===== src/feat_cfg_pkg.sv =====
package feat_cfg_pkg;
	// ==========================================================
	// Command codes and feature addresses
	localparam logic [7:0] CMD_SET_FEAT = 8'hEF;
	localparam logic [7:0] CMD_GET_FEAT = 8'hEE;
	localparam logic [7:0] FA_TIMING = 8'h01;
	localparam logic [7:0] FA_DRIVE = 8'h80;
	localparam logic [7:0] FA_RBPULL = 8'h81;
	localparam logic [7:0] FA_ARRAY = 8'h90;
	localparam logic [7:0] ARRAY_MASK = 8'h0B;
	localparam logic [7:0] ECC_ON_VAL = 8'h08;
	localparam logic [2:0] TMODE_MAX = 3'h5;
	localparam logic [2:0] TMODE_LOW_SUPPLY_MAX = 3'h4;
	localparam int ECC_BIT = 3;
	// ==========================================================
	// Software register map (byte addresses)
	localparam int ADDR_W = 8;
	localparam logic [7:0] REG_CTRL = 8'h00;
	localparam logic [7:0] REG_FADDR = 8'h04;
	localparam logic [7:0] REG_PWR = 8'h08;
	localparam logic [7:0] REG_PRD = 8'h0C;
	localparam logic [7:0] REG_STAT = 8'h10;
	localparam logic [7:0] REG_CFG = 8'h14;
	localparam int CTRL_SET_BIT = 0;
	localparam int CTRL_GET_BIT = 1;
	localparam int CTRL_CLR_BIT = 2;
	localparam int CFG_HS_BIT = 0;
	localparam logic [7:0] FADDR_RST = 8'h00;
	localparam logic [31:0] PARAM_RST = 32'h0000_0000;
	// ==========================================================
	// Timing, 40 MHz reference
	localparam int CLK_NS = 25;
	localparam int SETUP_NS = 50;
	localparam int WLOW_NS = 50;
	localparam int WHIGH_NS = 50;
	localparam int ADL_NS = 200;
	localparam int WB_NS = 100;
	localparam int RLOW_NS = 200;
	localparam int RHIGH_NS = 50;
	localparam int FEAT_NS = 1000;
	localparam int ITC_NS = 5000;
	localparam logic [15:0] SETUP_CYC = 16'((SETUP_NS + CLK_NS - 1) / CLK_NS);
	localparam logic [15:0] WLOW_CYC = 16'((WLOW_NS + CLK_NS - 1) / CLK_NS);
	localparam logic [15:0] WHIGH_CYC = 16'((WHIGH_NS + CLK_NS - 1) / CLK_NS);
	localparam logic [15:0] WR_CYC = 16'(SETUP_CYC + WLOW_CYC + WHIGH_CYC);
	localparam logic [15:0] ADL_CYC = 16'((ADL_NS + CLK_NS - 1) / CLK_NS);
	localparam logic [15:0] WB_CYC = 16'((WB_NS + CLK_NS - 1) / CLK_NS);
	localparam logic [15:0] RLOW_CYC = 16'((RLOW_NS + CLK_NS - 1) / CLK_NS);
	localparam logic [15:0] RD_CYC = 16'(RLOW_CYC + (RHIGH_NS + CLK_NS - 1) / CLK_NS);
	localparam logic [15:0] FEAT_CYC = 16'((FEAT_NS + CLK_NS - 1) / CLK_NS);
	localparam logic [15:0] ITC_CYC = 16'((ITC_NS + CLK_NS - 1) / CLK_NS);
	// ==========================================================
	// Sequencer states
	typedef enum logic [7:0] {
		S_IDLE = 8'h01,
		S_CMD = 8'h02,
		S_ADDR = 8'h04,
		S_ADL = 8'h08,
		S_DIN = 8'h10,
		S_WB = 8'h20,
		S_BUSY = 8'h40,
		S_DOUT = 8'h80
	} seq_state_t;
endpackage


===== src/pin_sync.sv =====
`timescale 1ns/1ps
module pin_sync #(
	parameter int W = 9
) (
	input wire logic ref_clk_i,
	input wire logic reset_n_i,
	input wire logic [W-1:0] pin_i,
	output logic [W-1:0] pin_o
);
	typedef struct packed {
		logic [W-1:0] s1;
		logic [W-1:0] s2;
		logic [W-1:0] s3;
		logic [W-1:0] q;
	} sync_t;
	sync_t s;
	sync_t next_s;
	genvar g;

	// ==========================================================
	// Per bit, a change counts once stages two and three agree
	generate
		for (g = 0; g < W; g++)
		begin : g_bit
			always_comb
			begin
				next_s.s1[g] = pin_i[g];
				next_s.s2[g] = s.s1[g];
				next_s.s3[g] = s.s2[g];
				next_s.q[g] = (s.s2[g] == s.s3[g]) ? s.s3[g] : s.q[g];
			end
		end
	endgenerate

	always_ff @(posedge ref_clk_i or negedge reset_n_i)
	begin
		if (!reset_n_i)
			s <= '0;
		else
			s <= next_s;
	end

	assign pin_o = s.q;
endmodule


===== src/feat_cfg_host.sv =====
`timescale 1ns/1ps
module feat_cfg_host (
	input wire logic ref_clk_i,
	input wire logic reset_n_i,
	input wire logic [feat_cfg_pkg::ADDR_W-1:0] addr_i,
	input wire logic [31:0] wdata_i,
	input wire logic wr_stb_i,
	input wire logic rd_stb_i,
	output logic [31:0] rdata_o,
	output logic ce_n_o,
	output logic cle_o,
	output logic ale_o,
	output logic we_n_o,
	output logic re_n_o,
	output logic [7:0] io_o,
	output logic io_oe_n_o,
	input wire logic [7:0] io_i,
	input wire logic rb_n_i
);
	import feat_cfg_pkg::*;
	typedef struct packed {
		seq_state_t st;
		logic [15:0] cnt;
		logic [1:0] idx;
		logic is_get;
		logic pend;
		logic hs;
		logic done;
		logic tout;
		logic [7:0] faddr;
		logic [31:0] pwr;
		logic [31:0] prd;
		logic [31:0] rdata;
		logic ce_n;
		logic cle;
		logic ale;
		logic we_n;
		logic re_n;
		logic [7:0] io;
		logic oe_n;
		logic din;
		logic [1:0] din_idx;
		logic [7:0] since_addr;
	} host_state_t;
	host_state_t s;
	host_state_t next_s;
	logic [8:0] pins_s;
	logic rb_ready;
	logic [7:0] io_s;
	logic wr_phase;
	logic wr_end;
	logic [15:0] busy_limit;

	pin_sync #(
		.W(9)
	) u_sync (
		.ref_clk_i(ref_clk_i),
		.reset_n_i(reset_n_i),
		.pin_i({rb_n_i, io_i}),
		.pin_o(pins_s)
	);

	assign rb_ready = pins_s[8];
	assign io_s = pins_s[7:0];

	// ==========================================================
	// First parameter shaping: reserved bits forced to zero for the four known feature addresses, other addresses pass unchanged
	function automatic logic [7:0] shape_p1(input logic [7:0] fa, input logic [7:0] b,
		input logic hs);
		logic [2:0] m;
		m = b[2:0];
		shape_p1 = b;
		case (fa)
			FA_TIMING:
			begin
				if (m > TMODE_MAX)
					m = TMODE_MAX;
				if (m == TMODE_MAX && !hs)
					m = TMODE_LOW_SUPPLY_MAX;
				shape_p1 = {5'h00, m};
			end
			FA_DRIVE, FA_RBPULL:
				shape_p1 = {6'h00, b[1:0]};
			FA_ARRAY:
				shape_p1 = b & ARRAY_MASK;
			default:
				shape_p1 = b;
		endcase
	endfunction

	// ==========================================================
	// Next-state logic
	always_comb
	begin
		next_s = s;
		next_s.rdata = 32'h0000_0000;
		wr_phase = (s.cnt >= SETUP_CYC) && (s.cnt < 16'(SETUP_CYC + WLOW_CYC));
		wr_end = (s.cnt == 16'(WR_CYC - 16'h0001));
		// Interface change may take longer than a plain feature write
		busy_limit = (!s.is_get && s.faddr == FA_TIMING) ? ITC_CYC : FEAT_CYC;
		if (rd_stb_i)
		begin
			case (addr_i)
				REG_CTRL: next_s.rdata = {31'h0000_0000, s.is_get};
				REG_FADDR: next_s.rdata = {24'h00_0000, s.faddr};
				REG_PWR: next_s.rdata = s.pwr;
				REG_PRD: next_s.rdata = s.prd;
				REG_STAT: next_s.rdata = {28'h000_0000, s.tout, s.done,
					(s.pend || s.st != S_IDLE), rb_ready};
				REG_CFG: next_s.rdata = {31'h0000_0000, s.hs};
				default: next_s.rdata = 32'h0000_0000;
			endcase
		end
		// Parameters and address are frozen while a transfer is under way
		if (wr_stb_i && s.st == S_IDLE && !s.pend)
		begin
			case (addr_i)
				REG_FADDR: next_s.faddr = wdata_i[7:0];
				REG_PWR: next_s.pwr = wdata_i;
				REG_CFG: next_s.hs = wdata_i[CFG_HS_BIT];
				REG_CTRL:
				begin
					if (wdata_i[CTRL_SET_BIT] || wdata_i[CTRL_GET_BIT])
					begin
						next_s.pend = 1'b1;
						next_s.is_get = wdata_i[CTRL_GET_BIT] && !wdata_i[CTRL_SET_BIT];
						next_s.done = 1'b0;
						next_s.tout = 1'b0;
					end
				end
				default: next_s.pend = s.pend;
			endcase
		end
		// Clear comes first so that a completion in the same cycle wins
		if (wr_stb_i && addr_i == REG_CTRL && wdata_i[CTRL_CLR_BIT])
		begin
			next_s.done = 1'b0;
			next_s.tout = 1'b0;
		end
		next_s.since_addr = s.ale ? 8'h00 :
			(s.since_addr == 8'hFF ? 8'hFF : 8'(s.since_addr + 8'h01));
		next_s.ce_n = (s.st == S_IDLE);
		next_s.cle = 1'b0;
		next_s.ale = 1'b0;
		next_s.we_n = 1'b1;
		next_s.re_n = 1'b1;
		next_s.oe_n = 1'b1;
		next_s.din = 1'b0;
		next_s.din_idx = s.idx;
		case (s.st)
			S_IDLE:
			begin
				next_s.cnt = 16'h0000;
				if (s.pend && rb_ready)
				begin
					next_s.pend = 1'b0;
					next_s.st = S_CMD;
				end
			end
			S_CMD:
			begin
				next_s.cle = 1'b1;
				next_s.oe_n = 1'b0;
				next_s.io = s.is_get ? CMD_GET_FEAT : CMD_SET_FEAT;
				next_s.we_n = !wr_phase;
				next_s.cnt = wr_end ? 16'h0000 : 16'(s.cnt + 16'h0001);
				if (wr_end)
					next_s.st = S_ADDR;
			end
			S_ADDR:
			begin
				next_s.ale = 1'b1;
				next_s.oe_n = 1'b0;
				next_s.io = s.faddr;
				next_s.we_n = !wr_phase;
				next_s.cnt = wr_end ? 16'h0000 : 16'(s.cnt + 16'h0001);
				if (wr_end)
					next_s.st = s.is_get ? S_WB : S_ADL;
			end
			S_ADL:
			begin
				next_s.cnt = 16'(s.cnt + 16'h0001);
				next_s.idx = 2'h0;
				if (s.cnt == 16'(ADL_CYC - 16'h0001))
				begin
					next_s.cnt = 16'h0000;
					next_s.st = S_DIN;
				end
			end
			S_DIN:
			begin
				next_s.oe_n = 1'b0;
				next_s.din = 1'b1;
				next_s.io = (s.idx == 2'h0) ? shape_p1(s.faddr, s.pwr[7:0], s.hs) : 8'h00;
				next_s.we_n = !wr_phase;
				next_s.cnt = wr_end ? 16'h0000 : 16'(s.cnt + 16'h0001);
				if (wr_end)
				begin
					next_s.idx = 2'(s.idx + 2'h1);
					if (s.idx == 2'h3)
						next_s.st = S_WB;
				end
			end
			S_WB:
			begin
				next_s.cnt = 16'(s.cnt + 16'h0001);
				if (s.cnt == 16'(WB_CYC - 16'h0001))
				begin
					next_s.cnt = 16'h0000;
					next_s.st = S_BUSY;
				end
			end
			S_BUSY:
			begin
				// Ready is watched on the busy pin, so no status read is ever
				// issued and data output needs no re-enable afterwards
				next_s.cnt = 16'(s.cnt + 16'h0001);
				next_s.idx = 2'h0;
				if (rb_ready)
				begin
					next_s.cnt = 16'h0000;
					next_s.st = s.is_get ? S_DOUT : S_IDLE;
					next_s.done = !s.is_get;
				end
				else if (s.cnt == 16'(busy_limit - 16'h0001))
				begin
					next_s.st = S_IDLE;
					next_s.tout = 1'b1;
					next_s.done = 1'b1;
				end
			end
			S_DOUT:
			begin
				next_s.re_n = !(s.cnt < RLOW_CYC);
				// Late sample hides the three-stage pin delay
				if (s.cnt == 16'(RLOW_CYC - 16'h0001))
					next_s.prd[{s.idx, 3'h0} +: 8] = io_s;
				next_s.cnt = 16'(s.cnt + 16'h0001);
				if (s.cnt == 16'(RD_CYC - 16'h0001))
				begin
					next_s.cnt = 16'h0000;
					next_s.idx = 2'(s.idx + 2'h1);
					if (s.idx == 2'h3)
					begin
						next_s.st = S_IDLE;
						next_s.done = 1'b1;
					end
				end
			end
			default:
				next_s.st = S_IDLE;
		endcase
	end

	always_ff @(posedge ref_clk_i or negedge reset_n_i)
	begin
		if (!reset_n_i)
		begin
			s <= '0;
			s.st <= S_IDLE;
			s.faddr <= FADDR_RST;
			s.pwr <= PARAM_RST;
			s.prd <= PARAM_RST;
			s.ce_n <= 1'b1;
			s.we_n <= 1'b1;
			s.re_n <= 1'b1;
			s.oe_n <= 1'b1;
			s.since_addr <= 8'hFF;
		end
		else
			s <= next_s;
	end

	assign rdata_o = s.rdata;
	assign ce_n_o = s.ce_n;
	assign cle_o = s.cle;
	assign ale_o = s.ale;
	assign we_n_o = s.we_n;
	assign re_n_o = s.re_n;
	assign io_o = s.io;
	assign io_oe_n_o = s.oe_n;
endmodule


===== config.mk =====
export PLATFORM = sky130hd
export DESIGN_NAME = feat_cfg_host
export DESIGN_NICKNAME = d
export VERILOG_FILES = /design/src/feat_cfg_pkg.sv /design/src/pin_sync.sv /design/src/feat_cfg_host.sv
export SDC_FILE = /design/constraint.sdc
export NUM_CORES = 1
export LEC_CHECK = 0
export ABC_AREA = 0
export BUFFER_PORTS_ARGS = -buffer_cell sky130_fd_sc_hd__buf_2
export CAP_MARGIN = 20
export CORE_ASPECT_RATIO = 1.25
export CORE_MARGIN = 2
export CORE_UTILIZATION = 52
export CTS_CLUSTER_SIZE = 25
export DETAILED_ROUTE_END_ITERATION = 10
export HOLD_SLACK_MARGIN = 0.1
export PLACE_DENSITY_LB_ADDON = 0.05
export SETUP_SLACK_MARGIN = 0.15
export SLEW_MARGIN = 20
export SYNTH_ARGS = -nofsm -noshare
export SYNTH_HDL_FRONTEND = slang
export SYNTH_SLANG_ARGS = --single-unit

===== constraint.sdc =====
create_clock -name ref_clk_i -period 2.4 [get_ports ref_clk_i]
set_input_delay 0.72 -clock ref_clk_i [delete_from_list [all_inputs] [get_ports ref_clk_i]]
set_output_delay 0.72 -clock ref_clk_i [all_outputs]
set_load 0.01 [all_outputs]

==> results of run 1 <==
[placed cells by master (no fill, tap or decap), types with 3 or more instances in the layout]
master       n
a222oi_1     4
o21ai_0     40
maj3_1       9
nand2_1     93
a31oi_1      8
buf_2       97
buf_12       6
or4_4        4
nor3_2       5
clkbuf_16   17
or3_1        4
ha_1         9
nor2_1      68
or2_4        3
inv_1       16
buf_4       73
a21oi_1     16
dfrtp_1    179
inv_6        3
or2_2        4
o21ai_1      7
a21oi_2      9
mux2_2      45
o31ai_1      4
nor3_1      12
nand3_1     13
nor2b_1      4
a21o_1       5
a22oi_1     29
nand2b_1     3
clkinv_4     4
a22o_1       4
nand4_1      7
mux2i_1      3
buf_6        8
and3_1       5
dfstp_2      5
[stage by stage]
step                      area (µm²)  power (µW)
after floorplan                 8240        3490
after global placement          9130        3740
after detailed placement        9130        3750
after CTS                       9840        6500
after global routing            9980        6700
final                           9980        6470
[path summary, 6_finish.rpt]
| check | to | slack [ns] |
|---|---|---|
| max reg2reg | s[151] | 0.02 |
| min reg2reg | u_sync.next_s[14] | 0.35 |
| min | s[70] | 0.15 |
| max in group asynchronous | re_n_o | 1.60 |
| max | s[151] | 0.02 |
| min in group ref_clk_i | u_sync.next_s[14] | 0.35 |
[repair_timing]
| action | in CTS | in global routing |
|---|---|---|
| endpoints found under the setup margin | 63 | 88 |
| pin swaps | 10 | 15 |
| gates resized for setup | 12 | 26 |
| cloned | 2 | 0 |
| buffers inserted | 10 | 4 |
[state kept, by name (all words and copies together) (netlist names), 2 cells and up]
register	flops
rdata_o	32
u_sync.s	9
s	101
u_sync.pin_o	9
u_sync.next_s	18
io_o	8
next_s	2
[per-layer routing]
layer	wire, µm	GRT usage (%)	part of all wire [%]	up-vias
li1	-	-	-	2875
met1	8250	29.7	43	2971
met2	9590	40.4	50	168
met3	759	4.60	4.0	41
met4	531	10.6	2.8	0
met5	0	0	0	-
[power groups by stage]
stage | Clock, µW | Combinational, µW | Sequential (µW)
2_1_floorplan | 0 | 184 | 3310
3_3_place_gp | 0 | 400 | 3340
3_5_place_dp | 0 | 411 | 3340
4_1_cts | 2790 | 428 | 3290
5_1_grt | 2910 | 488 | 3300
6_report | 2740 | 442 | 3290
[area by class of cell]
type                    count  area, µm²
fillers                  1280       5460
flip-flops and latches    185       4640
multi-input cells         478       3210
repair buffers            184       1240
clock buffers              17        425
well taps                 212        265
clock inverters            13        146
inverters                  16       60.1
[critical path, delay by kind of cell, from the launching register on]
family | cells | cell delay [ns]
AOI/OAI and AO/OA | 2 | 0.30
and+or+nand+nor | 4 | 1.48
DFF | 1 | 0.40
buffers and inverters | 1 | 0.13
[kinds of logic after synthesis]
kind of cell	share of synthesized area, %
adder cells (fa/ha/maj)	2.49
AO/OA/AOI/OAI	11.5
multiplexers	7.02
AND/OR/NAND/NOR	15.5
flip-flops	57.1
XOR/XNOR	0.323
buffers and inverters	6.13
==> summary.txt, run 1 <==
GRT
  • Total GRT Usage: 23.9%
  • Initial antenna violation count: 0
  • Vias in the first global route: 6033
  • Largest net degree at the start of global routing: 62
  • Overflow after GRT: 0
  • First-pass GRT wire length: 30300 µm

Synthesis
  • Most frequent cell after synthesis: dfrtp_1
  • Post-synthesis sequential area ratio: 57.1%
  • Gate Count Post-Synth: 749
  • EDFF count, synth: 0
  • Main area contributors after synthesis: dfrtp_1, mux2_2, nand2_1, buf_4, nor2_1
  • Post-synthesis cell area: 8130 µm²
  • Commonest cells post-synth: dfrtp_1, nand2_1, nor2_1
  • Synth area leader: dfrtp_1
  • Async SR Flop Fraction: 100%
  • Count of different cell masters after synthesis: 66
  • Syn Area/Cell: 10.8 µm²
  • Synth Flop Type: dfrtp_1
  • YS warnings: 0
  • Syn_nets: 811
  • Synth top area share: 55.4%
  • Yosys reg bits: 185

STA
  • Min Tclk post-route: 2.38 ns
  • Worst setup margin: 0.0249 ns
  • Fmax: 421 MHz
  • Max_slew headroom: 63.2%
  • Slew Limit Fails: 0
  • Setup tns final: 0 ns
  • Hold Vio Cnt, Final: 0
  • Final Skew: 0.0122 ns
  • RSZ-0062 raised after global routing: true
  • Final worst path period share: 99.0%
  • Worst Tran Pin Value: 0.548 ns
  • WHS: 0.146 ns
  • # setup viols final: 0

Critical path
  • Worst path slowest cell: or4_4
  • Worst Path Required: 2.76 ns
  • Reg2reg start: s[155]
  • R2r worst-path depth: 7
  • Crit Path Class: flip-flop to flip-flop
  • CP max stage delay: 0.58 ns
  • CP Launch Point: s[155]
  • Critical Path Start Type: flip-flop
  • Endpoint type of the worst setup path: flip-flop
  • CP Cell Sequence: or4_4 > or3_4 > a21o_1 > buf_6 > and4_4 > or3_1 > o21ai_1
  • Worst-path fanout max: 6
  • Crit path arrival time: 2.73 ns

Placed design
  • Place WS: -0.200 ns
  • Placed cell count: 1059
  • Buffers on Ports: 98
  • Dpl hpwl: 13600 µm
  • RePlAce Congestion: 0.839

Clock tree
  • CTS buffer count: 17
  • CTS Buffer Depth: 2
  • TritonCTS clock tree: done
  • Clk slew on worst S/H paths: 0.07 ns
  • Clk root buf: clkbuf_16
  • Post-CTS Hold Fix Bufs: 0
  • Worst skew pair latency: 0.44 ns
  • Sink Count: 185
  • H-Tree Depth: 4

Cells and area
  • Antenna diode count: 0
  • Total Nets Final: 944
  • Fin util: 64.6%
  • Finished Layout Cells: 1105
  • Share of cells above drive strength 1: 35.6%
  • Area grow syn2layout: 22.9%

Die
  • Core area: 15400 µm²
  • Initial Util: 52.6%
  • Die ar.: 16600 µm²
  • Top Ports: 99
  • Die X: 116 µm
  • FP Rows: 51
  • DIE HEIGHT: 144 µm

Pwr
  • NetSw: 1530 µW
  • Reg power frac: 50.8%
  • Max VDD drop: 405 µV
  • Net Sw Frac: 23.7%
  • Combinational Power Share: 6.8%
  • Leakage power: 0.00474 µW
  • Clock group share of total power: 42.3%
  • Pwr dens: 648 nW/µm²
  • Pint: 4940 µW

Routing
  • Routed vias/inst: 5.48
  • Drt pass-1 iters: 5
  • Detailed Route WL: 19100 µm
  • Vias: 6055
  • Routed length per instance: 17.3 µm
  • Iter 0 DRT Violations: 463
  • Antenna-violating nets left: 0
  • DR DRC count: 0

Outcome
  • Status: finished clean

Hold path
  • Min-Delay Path Class: input port to asynchronous set/reset pin

Job
  • Max cap viols: 0
(Power assumes the default switching activity.)
==> run 2, diff against run 1 <==
--- a/config.mk
+++ b/config.mk
@@ -5,12 +5,12 @@
 export SDC_FILE = /design/constraint.sdc
 export NUM_CORES = 1
 export LEC_CHECK = 0
-export ABC_AREA = 0
+export ABC_AREA = 1
 export BUFFER_PORTS_ARGS = -buffer_cell sky130_fd_sc_hd__buf_2
 export CAP_MARGIN = 20
 export CORE_ASPECT_RATIO = 1.25
 export CORE_MARGIN = 2
-export CORE_UTILIZATION = 52
+export CORE_UTILIZATION = 53
 export CTS_CLUSTER_SIZE = 25
 export DETAILED_ROUTE_END_ITERATION = 10
 export HOLD_SLACK_MARGIN = 0.1
==> constraint.sdc (replaced) <==
create_clock -name ref_clk_i -period 2.4 [get_ports ref_clk_i]
set_input_delay 0.72 -clock ref_clk_i [delete_from_list [all_inputs] [get_ports ref_clk_i]]
set_output_delay 0.72 -clock ref_clk_i [all_outputs]
set_load 0.1 [all_outputs]
==> summary.txt, run 2 <==
Cells and area
  • Most frequent cells in the layout: nand2_1, dfrtp_1, nand3_1 (was dfrtp_1, buf_2, nand2_1)
  • Largest register FFs: 101 (unchanged)
  • Most flops, register: s (unchanged)
  • Antenna diode count: 0 (unchanged)
  • Fin area: 10400 µm² (was 9980 µm²)
  • Area grow syn2layout: 11.5% (was 22.9%)
  • Total Nets Final: 1197 (was 944)
  • Finished Layout Cells: 1372 (was 1105)
  • Commonest non-fill, non-tap cell in the layout: nand2_1 (was dfrtp_1)
  • Share of cells above drive strength 1: 23.5% (was 35.6%)
  • Fill count: 1581 (was 1280)
  • Fin util: 59.8% (was 64.6%)

Synthesis
  • Async SR Flop Fraction: 100% (unchanged)
  • YS warnings: 0 (unchanged)
  • Synth Flop Type: dfrtp_1 (unchanged)
  • Yosys reg bits: 185 (unchanged)
  • Syn Area/Cell: 8.66 µm² (was 10.8 µm²)
  • Count of different cell masters after synthesis: 41 (was 66)
  • Synth area leader: dfrtp_1 (unchanged)
  • Post-synthesis cell area: 9310 µm² (was 8130 µm²)
  • Gate Count Post-Synth: 1075 (was 749)
  • EDFF count, synth: 0 (unchanged)
  • Syn_nets: 1137 (was 811)
  • Commonest cells post-synth: nand2_1, dfrtp_1, nand3_1 (was dfrtp_1, nand2_1, nor2_1)
  • Main area contributors after synthesis: dfrtp_1, nand2_1, nand3_1, o21ai_2, buf_4 (was dfrtp_1, mux2_2, nand2_1, buf_4, nor2_1)
  • Post-synthesis sequential area ratio: 49.8% (was 57.1%)
  • Most frequent cell after synthesis: nand2_1 (was dfrtp_1)
  • Synth top area share: 48.4% (was 55.4%)

Routing
  • DR DRC count: 0 (unchanged)
  • Vias: 7047 (was 6055)
  • Detailed Route WL: 21100 µm (was 19100 µm)
  • Iter 0 DRT Violations: 425 (was 463)
  • Antenna-violating nets left: 0 (unchanged)
  • Drt pass-1 iters: 5 (unchanged)
  • Routed length per instance: 15.4 µm (was 17.3 µm)
  • Routed vias/inst: 5.14 (was 5.48)

Critical path
  • CP Cell Sequence: buf_2 (was or4_4 > or3_4 > a21o_1 > buf_6 > and4_4 > or3_1 > o21ai_1)
  • Endpoint type of the worst setup path: output pin (was flip-flop)
  • Worst path slowest cell: dfstp_2 (was or4_4)
  • Reg2reg start: s[152] (was s[155])
  • Crit Path Class: flip-flop to output pin (was flip-flop to flip-flop)
  • Crit path max-delay family: flip-flops (was simple AND/OR/NAND/NOR gates)
  • Worst-path fanout max: 1 (was 6)
  • Critical Path Start Type: flip-flop (unchanged)
  • CP max stage delay: 0.52 ns (was 0.58 ns)
  • Worst Path Required: 1.68 ns (was 2.76 ns)
  • CP Launch Point: re_n_o (was s[155])
  • Crit path buf inv count: 1 (unchanged)
  • Crit path arrival time: 1.36 ns (was 2.73 ns)

Pwr
  • Total chip power: 7550 µW (was 6470 µW)
  • Pwr dens: 728 nW/µm² (was 648 nW/µm²)
  • Leakage power: 0.00519 µW (was 0.00474 µW)
  • Max VDD drop: 495 µV (was 405 µV)

Placed design
  • RePlAce Congestion: 0.860 (was 0.839)
  • Placed cell count: 1340 (was 1059)
  • Buffers on Ports: 98 (unchanged)
  • Dpl hpwl: 15400 µm (was 13600 µm)
  • Post-place instance area: 9760 µm² (was 9130 µm²)

GRT
  • Total GRT Usage: 24.4% (was 23.9%)
  • Vias in the first global route: 6965 (was 6033)
  • First-pass GRT wire length: 35400 µm (was 30300 µm)
  • Largest net degree at the start of global routing: 51 (was 62)
  • Overflow after GRT: 0 (unchanged)
  • Initial antenna violation count: 0 (unchanged)

STA
  • Worst Tran Pin Value: 0.538 ns (was 0.548 ns)
  • Final worst path period share: 86.7% (was 99.0%)
  • Min Tclk post-route: 2.08 ns (was 2.38 ns)
  • Slew Limit Fails: 0 (unchanged)
  • Hold Vio Cnt, Final: 0 (unchanged)
  • Max_slew headroom: 64.0% (was 63.2%)
  • Setup tns final: 0 ns (unchanged)
  • Final Skew: 0.00856 ns (was 0.0122 ns)
  • # setup viols final: 0 (unchanged)
  • RSZ-0062 raised after global routing: false (was true)
  • Fmax: 481 MHz (was 421 MHz)

Clock tree
  • Clk slew on worst S/H paths: 0.08 ns (was 0.07 ns)
  • TritonCTS clock tree: done (unchanged)
  • Post-CTS Hold Fix Bufs: 0 (unchanged)
  • Sink Count: 185 (unchanged)
  • Setup bufs post-CTS: 0 (was 10)
  • Clk root buf: clkbuf_16 (unchanged)
  • H-Tree Depth: 4 (unchanged)
  • CTS buffer count: 17 (unchanged)
  • Worst skew pair latency: 0.43 ns (was 0.44 ns)
  • Post-CTS Resized: 0 (was 12)
  • CTS Buffer Depth: 2 (unchanged)

Die
  • FP Rows: 54 (was 51)
  • Core area: 17400 µm² (was 15400 µm²)
  • Die ar.: 18600 µm² (was 16600 µm²)
  • Initial Util: 53.6% (was 52.6%)
  • DIE HEIGHT: 152 µm (was 144 µm)
  • Die X: 123 µm (was 116 µm)
  • Top Ports: 99 (unchanged)

Job
  • Max cap viols: 0 (unchanged)

Hold path
  • Min-Delay Path Class: input port to asynchronous set/reset pin (unchanged)

Outcome
  • Status: finished clean (unchanged)
-- run 2: cell types whose count changed after synthesis, sizes merged, moves of 9 or more --
| cell | change |
|---|---|
| mux2 | -46 |
| clkbuf | -16 |
| a22oi | -28 |
| buf | +20 |
| inv | +76 |
| a21oi | +12 |
| o21ai | +23 |
| nor2 | +23 |
| nand3 | +116 |
| nand2 | +228 |
| or2 | -9 |
-- run 2: final cells by class --
cell class / count / area (µm²) / share of cell area, %
flip-flops and latches: 185 / 4640 / 44.7
well taps: 224 / 280 / 2.70
inverters: 95 / 362 / 3.48
clock inverters: 15 / 199 / 1.92
multi-input cells: 719 / 3790 / 36.5
repair buffers: 117 / 692 / 6.67
clock buffers: 17 / 425 / 4.10
-- run 2: path summary, 6_finish.rpt --
kind,cells past startpoint,slack (ns),end
setup / recovery,1,0.32,re_n_o
hold / removal,1,0.21,u_sync.next_s[17]
setup reg to reg,10,0.47,s[141]
hold reg to reg,0,0.35,u_sync.next_s[12]
max in group asynchronous,2,1.57,s[101]
min in group ref_clk_i,0,0.35,u_sync.next_s[12]
-- run 2: kinds of logic (layout without fill, tap and decap cells) --
logic type | Yosys count | count (layout) | share of synthesized area (%)
DFF | 185 | 185 | 49.8
AOI/OAI and AO/OA | 127 | 127 | 9.22
adders and majority gates | 18 | 18 | 2.18
and+or+nand+nor | 572 | 572 | 29.0
buffers and inverters | 171 | 244 | 9.61
xor gates and xnor gates | 2 | 2 | 0.188
-- run 2: power breakdown --
part	switching [µW]	total, µW	internal (µW)
clock network	1390	2900	1520
logic	971	1270	302
registers	105	3380	3270
-- run 2: per-layer routing --
metal	share of wire, %	vias to the layer above	track usage (%)
li1	-	3565	-
met2	51	124	41.3
met4	1.7	0	6.51
met3	3.1	27	4.34
met1	44	3331	32.3
met5	0	-	0
-- run 2: through the flow --
step | hold WS [ns] | setup WS [ns]
after detailed placement | 0.336 | 0.228
final | 0.206 | 0.319
after floorplan | 0.331 | 0.246
after global placement | 0.331 | 0.264
after CTS | 0.220 | 0.299
after global routing | 0.211 | 0.179
